## config.mk

```make
export PLATFORM = sky130hd
export DESIGN_NAME = bks_sequencer
export DESIGN_NICKNAME = d
export VERILOG_FILES = /design/src/rtl/bks_pkg.sv /design/src/rtl/bks_sequencer.sv /design/src/rtl/bks_in_filter.sv
export SDC_FILE = /design/constraint.sdc
export NUM_CORES = 1
export LEC_CHECK = 0
export ABC_AREA = 1
export BUFFER_PORTS_ARGS = -buffer_cell sky130_fd_sc_hd__buf_2
export CORE_ASPECT_RATIO = 0.9
export CORE_MARGIN = 5
export CORE_UTILIZATION = 58
export DETAILED_ROUTE_END_ITERATION = 10
export GPL_TIMING_DRIVEN = 0
export PLACE_DENSITY = 0.81
export SLEW_MARGIN = 20
export SYNTH_ARGS = -nofsm -noshare
export SYNTH_HDL_FRONTEND = slang
export SYNTH_HIERARCHICAL = 1
export SYNTH_SLANG_ARGS = --single-unit
```

## constraint.sdc

```tcl
create_clock -name clk -period 3.1 [get_ports clk]
set_input_delay 0.31 -clock clk [delete_from_list [all_inputs] [get_ports clk]]
set_output_delay 0.31 -clock clk [all_outputs]
set_load 0.01 [all_outputs]
```

## src/rtl/bks_pkg.sv

```systemverilog
package bks_pkg;

    ////////////////////////////////////////////////////////////////////////////////
    // Clock and timing
    localparam int unsigned CLK_HZ = 40_000_000;
    localparam int unsigned CLK_PER_MS = CLK_HZ / 1000;
    // Nominal ramp slew, 1.65 V/ms, in microvolts per millisecond
    localparam int unsigned SLEW_UV_PER_MS = 1_650_000;
    // Reference converter step size in microvolts
    localparam int unsigned DAC_LSB_UV = 1000;
    // Cycles between single-code reference steps
    localparam int unsigned STEP_CYC = (CLK_PER_MS * DAC_LSB_UV) / SLEW_UV_PER_MS;
    // Overcurrent hold time, 1 ms
    localparam int unsigned HICCUP_HOLD_US = 1000;
    localparam int unsigned HICCUP_HOLD_CYC = HICCUP_HOLD_US * (CLK_HZ / 1_000_000);
    // Qualification time for slow pins
    localparam int unsigned PIN_FILT_CYC = 8;

    ////////////////////////////////////////////////////////////////////////////////
    // Reference codes, one code per millivolt
    localparam int unsigned REF_W = 12;
    localparam logic [11:0] REF_ZERO = 12'h000;
    localparam logic [11:0] REF_3V30 = 12'hCE4;
    localparam logic [11:0] REF_2V50 = 12'h9C4;
    localparam logic [11:0] REF_1V80 = 12'h708;
    localparam logic [11:0] REF_1V50 = 12'h5DC;
    localparam logic [11:0] REF_1V25 = 12'h4E2;
    localparam logic [11:0] REF_1V20 = 12'h4B0;
    localparam logic [11:0] REF_0V80 = 12'h320;
    localparam logic [11:0] REF_EXT = 12'h25B;
    localparam logic [2:0] SEL_EXT_DIV = 3'h7;

    ////////////////////////////////////////////////////////////////////////////////
    // Register map
    localparam int unsigned ADDR_W = 8;
    localparam logic [7:0] ADDR_CTRL = 8'h00;
    localparam logic [7:0] ADDR_STATUS = 8'h04;
    localparam logic [7:0] ADDR_REF = 8'h08;
    localparam logic [7:0] ADDR_TRIPS = 8'h0C;
    localparam logic CTRL_EN_RST = 1'h1;
    localparam int unsigned STAT_STATE_LSB = 0;
    localparam int unsigned STAT_EXT_BIT = 4;
    localparam int unsigned STAT_SETTLED_BIT = 5;
    localparam int unsigned STAT_PINS_LSB = 8;
    localparam int unsigned REF_TGT_LSB = 16;
    localparam logic [1:0] RESP_OKAY = 2'h0;
    localparam logic [1:0] RESP_DECERR = 2'h3;

    typedef enum logic [3:0] {
        BKS_OFF = 4'h1,
        BKS_RUN = 4'h2,
        BKS_HICCUP = 4'h4,
        BKS_THERMAL = 4'h8
    } bks_state_type;

    function automatic logic [11:0] bks_decode(input logic [2:0] sel);
        logic [11:0] code;
        code = REF_EXT;
        case (sel)
            3'h0: code = REF_3V30;
            3'h1: code = REF_2V50;
            3'h2: code = REF_1V80;
            3'h3: code = REF_1V50;
            3'h4: code = REF_1V25;
            3'h5: code = REF_1V20;
            3'h6: code = REF_0V80;
            default: code = REF_EXT;
        endcase
        return code;
    endfunction

endpackage

```

## src/rtl/bks_sequencer.sv

```systemverilog
`timescale 1ns/100ps
module bks_sequencer
    import bks_pkg::*;
#(
    parameter int unsigned HOLD_CYC = HICCUP_HOLD_CYC,
    parameter int unsigned STEP_INTERVAL = STEP_CYC,
    parameter int unsigned FILT_CYC = PIN_FILT_CYC
) (
    input wire logic clk,
    input wire logic rst_b,
    input wire logic enable_pin,
    input wire logic sel_code_bit0,
    input wire logic sel_code_bit1,
    input wire logic sel_code_bit2,
    input wire logic input_undervoltage_lockout,
    input wire logic overcurrent_protect,
    input wire logic over_temp,
    output logic switching_en,
    output logic hs_gate_en,
    output logic ls_force_on,
    output logic [11:0] voltage_code,
    output logic ext_divider_sel,
    input wire logic [7:0] s_axi_awaddr,
    input wire logic s_axi_awvalid,
    output logic s_axi_awready,
    input wire logic [31:0] s_axi_wdata,
    input wire logic [3:0] s_axi_wstrb,
    input wire logic s_axi_wvalid,
    output logic s_axi_wready,
    output logic [1:0] s_axi_bresp,
    output logic s_axi_bvalid,
    input wire logic s_axi_bready,
    input wire logic [7:0] s_axi_araddr,
    input wire logic s_axi_arvalid,
    output logic s_axi_arready,
    output logic [31:0] s_axi_rdata,
    output logic [1:0] s_axi_rresp,
    output logic s_axi_rvalid,
    input wire logic s_axi_rready
);

    if (HOLD_CYC < 1 || HOLD_CYC > 65535 || STEP_INTERVAL < 1 || STEP_INTERVAL > 255)
    begin : g_chk
        $error("bks_sequencer: HOLD_CYC or STEP_INTERVAL out of range");
    end

    typedef struct packed {
        bks_state_type state;
        logic [11:0] ref_code;
        logic [11:0] target;
        logic ext_mode;
        logic [7:0] step_cnt;
        logic [15:0] hold_cnt;
        logic [15:0] trips;
        logic ctrl_en;
        logic aw_full;
        logic [7:0] aw_addr;
        logic w_full;
        logic [31:0] w_data;
        logic [3:0] w_strb;
        logic bvalid;
        logic [1:0] bresp;
        logic rvalid;
        logic [1:0] rresp;
        logic [31:0] rdata;
    } bks_seq_type;

    bks_seq_type st_q;
    bks_seq_type st_d;

    logic [5:0] slow_lvl;
    logic oc_lvl;
    logic en_s;
    logic input_undervoltage_lockout_s;
    logic ot_s;
    logic [2:0] sel_s;
    logic run_ok;
    logic sel_is_ext;

    ////////////////////////////////////////////////////////////////////////////////
    // Pin qualification

    // lockout enters as supply good, so a cleared filter reads as locked out
    bks_in_filter #(
        .W(6),
        .FILT(FILT_CYC)
    ) u_slow (
        .clk(clk),
        .rst_b(rst_b),
        .pin({over_temp, !input_undervoltage_lockout, enable_pin,
              sel_code_bit2, sel_code_bit1, sel_code_bit0}),
        .level(slow_lvl)
    );

    // Overcurrent only synchronised so a trip is not delayed
    bks_in_filter #(
        .W(1),
        .FILT(1)
    ) u_fast (
        .clk(clk),
        .rst_b(rst_b),
        .pin(overcurrent_protect),
        .level(oc_lvl)
    );

    assign sel_s = slow_lvl[2:0];
    assign en_s = slow_lvl[3];
    assign input_undervoltage_lockout_s = !slow_lvl[4];
    assign ot_s = slow_lvl[5];
    assign sel_is_ext = (sel_s == SEL_EXT_DIV);
    assign run_ok = en_s && st_q.ctrl_en && !input_undervoltage_lockout_s;

    ////////////////////////////////////////////////////////////////////////////////
    // Sequencer and register slave

    always_comb begin
        st_d = st_q;

        case (st_q.state)
            BKS_OFF: begin
                st_d.ref_code = REF_ZERO;
                st_d.step_cnt = '0;
                // start condition, soft start from zero
                if (run_ok && !ot_s) begin
                    st_d.state = BKS_RUN;
                    st_d.ext_mode = sel_is_ext;
                    st_d.target = bks_decode(sel_s);
                end
            end
            BKS_RUN: begin
                if (!run_ok) begin
                    st_d.state = BKS_OFF;
                    st_d.ref_code = REF_ZERO;
                end else if (ot_s) begin
                    st_d.state = BKS_THERMAL;
                    st_d.ref_code = REF_ZERO;
                end else if (oc_lvl) begin
                    st_d.state = BKS_HICCUP;
                    st_d.hold_cnt = '0;
                    st_d.ref_code = REF_ZERO;
                    st_d.step_cnt = '0;
                    if (st_q.trips != 16'hFFFF) begin
                        st_d.trips = st_q.trips + 16'h0001;
                    end
                end else begin
                    // new preset only; a mode crossing is held off
                    if (sel_is_ext == st_q.ext_mode) begin
                        st_d.target = bks_decode(sel_s);
                    end
                    // one step per interval, same slew
                    if (st_q.ref_code == st_q.target) begin
                        st_d.step_cnt = '0;
                    end else if (st_q.step_cnt == 8'(STEP_INTERVAL - 1)) begin
                        st_d.step_cnt = '0;
                        if (st_q.ref_code < st_q.target) begin
                            st_d.ref_code = st_q.ref_code + 12'h001;
                        end else begin
                            st_d.ref_code = st_q.ref_code - 12'h001;
                        end
                    end else begin
                        st_d.step_cnt = st_q.step_cnt + 8'h01;
                    end
                end
            end
            BKS_HICCUP: begin
                if (!run_ok) begin
                    st_d.state = BKS_OFF;
                end else if (ot_s) begin
                    st_d.state = BKS_THERMAL;
                end else if (st_q.hold_cnt == 16'(HOLD_CYC - 1)) begin
                    // hold done, restart ramp from zero
                    st_d.state = BKS_RUN;
                    st_d.hold_cnt = '0;
                end else begin
                    st_d.hold_cnt = st_q.hold_cnt + 16'h0001;
                end
            end
            BKS_THERMAL: begin
                st_d.ref_code = REF_ZERO;
                if (!run_ok || !ot_s) begin
                    st_d.state = BKS_OFF;
                end
            end
            default: begin
                st_d.state = BKS_OFF;
                st_d.ref_code = REF_ZERO;
            end
        endcase

        // Write address and data are taken independently
        if (s_axi_awvalid && !st_q.aw_full) begin
            st_d.aw_full = 1'b1;
            st_d.aw_addr = s_axi_awaddr;
        end
        if (s_axi_wvalid && !st_q.w_full) begin
            st_d.w_full = 1'b1;
            st_d.w_data = s_axi_wdata;
            st_d.w_strb = s_axi_wstrb;
        end
        if (st_q.aw_full && st_q.w_full && !st_q.bvalid) begin
            st_d.aw_full = 1'b0;
            st_d.w_full = 1'b0;
            st_d.bvalid = 1'b1;
            st_d.bresp = RESP_OKAY;
            if (st_q.aw_addr == ADDR_CTRL) begin
                if (st_q.w_strb[0]) begin
                    st_d.ctrl_en = st_q.w_data[0];
                end
            end else if (st_q.aw_addr == ADDR_STATUS || st_q.aw_addr == ADDR_REF ||
                         st_q.aw_addr == ADDR_TRIPS) begin
                st_d.bresp = RESP_OKAY;
            end else begin
                st_d.bresp = RESP_DECERR;
            end
        end
        if (st_q.bvalid && s_axi_bready) begin
            st_d.bvalid = 1'b0;
        end

        if (st_q.rvalid && s_axi_rready) begin
            st_d.rvalid = 1'b0;
        end
        if (s_axi_arvalid && !st_q.rvalid) begin
            st_d.rvalid = 1'b1;
            st_d.rresp = RESP_OKAY;
            st_d.rdata = '0;
            if (s_axi_araddr == ADDR_CTRL) begin
                st_d.rdata[0] = st_q.ctrl_en;
            end else if (s_axi_araddr == ADDR_STATUS) begin
                st_d.rdata[STAT_STATE_LSB +: 4] = st_q.state;
                st_d.rdata[STAT_EXT_BIT] = st_q.ext_mode;
                st_d.rdata[STAT_SETTLED_BIT] = (st_q.state == BKS_RUN) &&
                                               (st_q.ref_code == st_q.target);
                st_d.rdata[STAT_PINS_LSB +: 7] = {oc_lvl, ot_s, input_undervoltage_lockout_s, slow_lvl[3:0]};
            end else if (s_axi_araddr == ADDR_REF) begin
                st_d.rdata[11:0] = st_q.ref_code;
                st_d.rdata[REF_TGT_LSB +: 12] = st_q.target;
            end else if (s_axi_araddr == ADDR_TRIPS) begin
                st_d.rdata[15:0] = st_q.trips;
            end else begin
                st_d.rresp = RESP_DECERR;
            end
        end
    end

    always_ff @(posedge clk) begin
        if (!rst_b) begin
            st_q <= '0;
            st_q.state <= BKS_OFF;
            st_q.ctrl_en <= CTRL_EN_RST;
        end else begin
            st_q <= st_d;
        end
    end

    ////////////////////////////////////////////////////////////////////////////////
    // Outputs

    assign switching_en = (st_q.state == BKS_RUN);
    // high side cut as soon as the trip is seen
    assign hs_gate_en = (st_q.state == BKS_RUN) && !oc_lvl;
    assign ls_force_on = (st_q.state == BKS_HICCUP) || ((st_q.state == BKS_RUN) && oc_lvl);
    assign voltage_code = st_q.ref_code;
    assign ext_divider_sel = st_q.ext_mode;

    assign s_axi_awready = !st_q.aw_full;
    assign s_axi_wready = !st_q.w_full;
    assign s_axi_bvalid = st_q.bvalid;
    assign s_axi_bresp = st_q.bresp;
    assign s_axi_arready = !st_q.rvalid;
    assign s_axi_rvalid = st_q.rvalid;
    assign s_axi_rresp = st_q.rresp;
    assign s_axi_rdata = st_q.rdata;

endmodule

```

## src/rtl/bks_in_filter.sv

```systemverilog
`timescale 1ns/100ps
module bks_in_filter
    import bks_pkg::*;
#(
    parameter int unsigned W = 1,
    parameter int unsigned FILT = 8
) (
    input wire logic clk,
    input wire logic rst_b,
    input wire logic [W-1:0] pin,
    output logic [W-1:0] level
);

    localparam int unsigned CW = $clog2(FILT + 1);

    typedef struct packed {
        logic [W-1:0] s1;
        logic [W-1:0] s2;
        logic [W-1:0] out;
        logic [W-1:0][CW-1:0] cnt;
    } bks_filt_type;

    bks_filt_type st_q;
    bks_filt_type st_d;

    if (W < 1 || FILT < 1) begin : g_chk
        $error("bks_in_filter: W and FILT must be at least 1");
    end

    // A level must persist FILT cycles before it is taken; this is the
    // time hysteresis that keeps slow indications from chattering
    always_comb begin
        st_d = st_q;
        st_d.s1 = pin;
        st_d.s2 = st_q.s1;
        for (int i = 0; i < W; i++) begin
            if (st_q.s2[i] == st_q.out[i]) begin
                st_d.cnt[i] = '0;
            end else if (st_q.cnt[i] == CW'(FILT - 1)) begin
                st_d.out[i] = st_q.s2[i];
                st_d.cnt[i] = '0;
            end else begin
                st_d.cnt[i] = st_q.cnt[i] + CW'(1);
            end
        end
    end

    always_ff @(posedge clk) begin
        if (!rst_b) begin
            st_q <= '0;
        end else begin
            st_q <= st_d;
        end
    end

    assign level = st_q.out;

endmodule

```

**Word level (Yosys, flattened, before mapping)**

Index checks and enable logic that the tools add are counted.

- Word-level logic and storage cells: 215
- Output and inout bits: 57
- Register bits: 162
- Input bits: 66

- Equal/unequal tests: 48
- Reductions and logical operators: 56
- Bitwise gates (word level): 11
- Add/subtract/negate cells: 12
- Mux-type cells: 51
- $lt $le $gt $ge: 1

Operators with widths:

| operator | number |
|---|---|
| $mux W12 | 10 |
| $mux W16 | 7 |
| $pmux W12 S7 | 1 |
| $mux W40 | 2 |
| $pmux W12 S2 | 2 |
| $mux W35 | 1 |
| $add A16 B1 Y16 const B | 2 |
| $eq A8 B4 Y1 const B | 4 |
| $mux W32 | 1 |
| $pmux W16 S2 | 1 |
| $eq A4 B3 Y1 const B | 7 |
| $mux W4 | 7 |
| $mux W27 | 1 |
| $mux W13 | 2 |
| $add A4 B1 Y4 const B | 6 |
| $mux W8 | 3 |
| $reduce_or A3 Y1 | 7 |
| $eq A16 B16 Y1 const B | 1 |
| $eq A8 B3 Y1 const B | 2 |
| $logic_not A8 Y1 | 2 |
| $ne A16 B16 Y1 const B | 1 |
| $pmux W4 S4 | 1 |
| $pmux W8 S2 | 1 |
| $reduce_and A2 Y1 | 8 |
| other kinds (35) | 99 |

**Longest topological paths before layout**

- Depth in word-level cells: 8
- Mapped depth: 20
- Mapped depth without buffers: 20

**By module**

The synthesis kept the hierarchy.

By module, submodules not included:

| module | seq. area each (µm²) | cells an instance | area an instance (µm²) | instances |
|---|---|---|---|---|
| bks_sequencer | 2,282.2 | 988 | 6,854.1 | 1 |
| bks_in_filter at u_slow | 840.8 | 205 | 1,651.6 | 1 |
| bks_in_filter at u_fast | 80.1 | 14 | 120.1 | 1 |

**Worst setup path after synthesis**

Ideal clock, no wire load.

- Path kind: reg2reg
- From: register st_q[137] (netlist bit)
- To: register st_q (netlist bit voltage_code[7])
- Setup slack: 521 ps
- Data required time: 3,030 ps
- Stages on the path, launching flop included: 13
- Clock period less this slack: 2,579 ps
- Path buffers: 0
- Library setup time: 70 ps
- Data arrival time: 2,509 ps
- Cells stage by stage: dfxtp_1 inv_1 ha_1 a21o_1 nor2_1 nand3_1 ha_1 o21ai_0 inv_1 a21oi_1 and2_1 o21ai_1 a21oi_1

- Cells in the longest elaborated chain, start to end: 8
- Elaborated cells on any way between the ends: 11
- Classes of those cells: 1 x order compare; 2 x eq/ne; 7 x mux; 1 x reduce/logical

RTL lines:

| element | line | text |
|---|---|---|
| start, declared | bks_sequencer.sv:68 | `bks_seq_type st_q;` |
| start signal, assigned | bks_sequencer.sv:252 | `st_q <= st_d;` |
| $lt A12 B12 Y1 | bks_sequencer.sv:155 | `if (st_q.ref_code < st_q.target) begin` |
| $mux W12 | bks_sequencer.sv:155 |  |
| $mux W12 | bks_sequencer.sv:153 | `end else if (st_q.step_cnt == 8'(STEP_INTERVAL - 1)) begin` |
| $mux W12 | bks_sequencer.sv:151 | `if (st_q.ref_code == st_q.target) begin` |
| $mux W12 | bks_sequencer.sv:137 | `end else if (oc_lvl) begin` |
| $mux W16 | bks_sequencer.sv:134 | `end else if (ot_s) begin` |
| $mux W16 | bks_sequencer.sv:131 | `if (!run_ok) begin` |
| $pmux W12 S2 | bks_sequencer.sv:119 | `case (st_q.state)` |

Several ways; a longest one is shown, not always the timed one. The select of a mux whose other input is x is not followed.
A chain may end at the register's enable or synchronous reset.

**Final worst setup path**

- From: register st_q (netlist bit voltage_code[11])
- To: register st_q (netlist bit voltage_code[7])

The elaborated chain is that of the path after synthesis.

==> impl_metrics.py <==
metrics = {
    "timing": {
        "period_minus_slack_ns": 2.84,
        "setup_viol": 0,
        "fin_skew_ns": 0.00716,
        "tns_ns": 0,
        "tightestPinTransition_ns": 0.697,
        "whs_ns": 0.0615,
        "slew_viol_final": 0,
        "hold_viol_final": 0,
        "fmax_mhz": 352,
        "rsz0062_at_grt": "no",
        "slew_headroom": 0.535,
        "period_share": 0.917,
    },
    "worst_setup_path": {
        "arrival_ns": 3.14,
        "reg2reg_depth": 11,
        "cp_cell_sequence": "ha_1 > a21o_1 > nor2_1 > nand3_4 > ha_1 > o21ai_1 > inv_1 > a21oi_1 > nor2_1 > o21ai_1 > a21oi_1",
        "crit_path_top_delay_cell": "dfxtp_1",
        "max_stage_delay_ns": 0.47,
        "worstSetupPathType": "register to register",
        "reg2reg_slack_ns": 0.26,
        "start_kind": "register",
        "crit_family": "compound AO/OA/AOI/OAI gates",
        "cp_max_fo": 13,
        "cp.depth": 11,
        "worstPathRequired_ns": 3.40,
        "worst_setup_path_end_kind": "register",
        "crit_buf_inv": 1,
    },
    "power": {
        "p_leak_nw": 4.48,
        "totalPowerFinal_w": 0.00476,
        "ir_drop_uv": 505,
        "p_per_area_nw_per_um2": 480,
    },
    "drt": {
        "wl_per_cell_um": 13.6,
        "dr_total_vias": 7964,
        "viasPerCell": 5.24,
        "met3_length_um": 1420,
        "drt_iter0_drc": 700,
        "wirelength_um": 20700,
        "post-route-drc-count": 0,
        "dr_wl_met2_um": 9570,
        "postRouteAntennaNets": 0,
        "dr.pass1.iters": 7,
        "wirelength_met1_um": 9090,
        "top_layer": "met4",
    },
    "logic_synthesis": {
        "avgSynthCellArea_um2": 7.15,
        "syn_inst": 1207,
        "yosysSeqAreaShare": 0.371,
        "yosysMostFrequentCell": "nand2_1",
        "synth_area_um2": 8630,
        "yosys.area.top_type_share": 0.371,
        "yosys_warnings": 6,
        "async_flop_share": 0,
        "synth-seq-cells": 160,
        "yosysTopAreaCell": "dfxtp_1",
        "ys.flop_type": "dfxtp_1",
        "synthDistinctLibCells": 57,
        "synth_area_leaders": "dfxtp_1, nand2_1, inv_1, a21oi_1, nor2_1",
        "synth_edf_count": 0,
        "synthTopCellsByCount": "nand2_1, dfxtp_1, inv_1, nor2_1, a21oi_1",
    },
    "job": {
        "maxCapViolations": 0,
    },
    "global_route": {
        "grt_max_degree": 17,
        "first_global_vias": 7377,
        "grt-ovfl-total": 0,
        "antenna_found_initial": 0,
        "grt.total_usage": 0.238,
        "grt_pass1_wl_um": 34500,
    },
    "final_layout": {
        "fin_nets": 1411,
        "multi_input_area_um2": 4280,
        "stdcell_area_um2": 9920,
        "n_fill_cell": 1279,
        "area_growth_pct": 15.1,
        "layout-drive-gt1-share": 0.182,
        "antenna_cells": 0,
        "regArea_um2": 3200,
    },
    "cts": {
        "cts_tree": "yes",
        "clock-sinks": 160,
        "clk_pin_slew_ns": 0.06,
        "cts_buffer_depth": 2,
        "clk_latency_ns": 0.42,
        "h-tree-depth": 4,
        "numCtsBuffers": 17,
        "ctsRootBufferMaster": "clkbuf_16",
    },
    "floorplanning": {
        "die_w_um": 139,
        "core_area_um2": 14700,
        "ios": 123,
        "die_area_um2": 17400,
        "row_count": 42,
        "dieHeight_um": 126,
        "initial_core_util": 0.588,
    },
    "place": {
        "place.port_buffers": 84,
        "place_area_um2": 9310,
        "dpl.hpwl_um": 15800,
        "gp_congestion": 0.960,
    },
    "status": {
        "status": "finished clean",
    },
    "min_path": {
        "hold_class": "input pin to register",
        "min_path_cells": 2,
    },
}
[cell usage in the layout (no fill, tap or decap), types with 8 or more instances in the layout]
master	n
inv_1	151
nand3_2	10
nand4_1	23
o211ai_1	9
o21ai_0	53
inv_2	11
nor2_1	133
clkbuf_16	17
xor2_1	10
buf_4	54
nand2_1	248
buf_2	89
clkbuf_1	19
dfxtp_1	160
nand3_1	70
nor3_1	18
nand2_2	8
ha_1	31
a21oi_1	101
[where the power goes]
group | switching, W | internal (W)
combinational | 0.000298 | 0.000145
clock | 0.000774 | 0.00139
sequential | 0.0000423 | 0.00211
[flip-flops by register name (all words and copies together) (netlist names)]
signal           cells
s_axi_bvalid         1
ext_divider_sel      1
u_fast/st_q          2
s_axi_bresp          1
u_slow/level         6
s_axi_rdata         28
u_slow/st_q         30
s_axi_rvalid         1
st_q                69
u_fast/level         1
voltage_code        12
s_axi_rresp          1
u_slow/st_d          6
u_fast/st_d          1
[worst paths after layout]
path / startpoint / to
worst max-delay path: voltage_code[11]$_SDFFE_PN0P_ / voltage_code[7]$_SDFFE_PN0P_
worst min-delay path: s_axi_bready / s_axi_bvalid$_SDFFE_PP0P_
worst max register to register: voltage_code[11]$_SDFFE_PN0P_ / voltage_code[7]$_SDFFE_PN0P_
worst min register to register: u_slow/st_d[32]$_SDFF_PN0_ / u_slow/st_q[32]$_SDFF_PN0_
[final cells by class]
cell class | instances | area share
Inverter | 165 | 0.0632
Clock buffer | 22 | 0.0478
Sequential cell | 160 | 0.323
Buffer | 80 | 0.0543
Clock inverter | 6 | 0.0134
Tap cell | 198 | 0.0250
Timing Repair Buffer | 84 | 0.0424
Multi-Input combinational cell | 805 | 0.431
[worst register-to-register path, cell delays in order, from the launching register on]
cell	delay [ns]
dfxtp_1	0.47
ha_1	0.30
a21o_1	0.16
nor2_1	0.26
nand3_4	0.22
ha_1	0.40
o21ai_1	0.28
inv_1	0.11
a21oi_1	0.21
nor2_1	0.07
o21ai_1	0.16
a21oi_1	0.08
[what timing repair did]
| item | CTS | global route |
|---|---|---|
| resized for setup | 1 | 2 |
| setup endpoints to repair | 1 | 3 |
| buffers inserted | 0 | 0 |
| hold buffers | 0 | 0 |
[layer usage]
layer	vias to the layer above	track usage
met5	-	0
met4	0	0.109
met3	45	0.0440
met2	275	0.399
met1	3575	0.301
li1	4069	-
[per-stage QoR]
step | util | setup slack [ns] | cells
2_1_floorplan | - | 0.521 | 1210
3_3_place_gp | 0.635 | -0.0420 | 1492
3_5_place_dp | 0.635 | -0.0831 | 1492
4_1_cts | 0.676 | 0.109 | 1520
5_1_grt | 0.677 | 0.0473 | 1520
6_report | 0.677 | 0.257 | 1520
[cell families (layout without fill, tap and decap cells)]
kind of cell,after synthesis,after routing,share of synthesized area
other,2,5,0.000871
buffers and inverters,245,357,0.135
and+or+nand+nor,553,553,0.300
AOI/OAI and AO/OA,198,198,0.128
adders and majority gates,32,32,0.0473
DFF,160,160,0.371
xor gates and xnor gates,17,17,0.0173
Power figures use the tool's default switching activity.
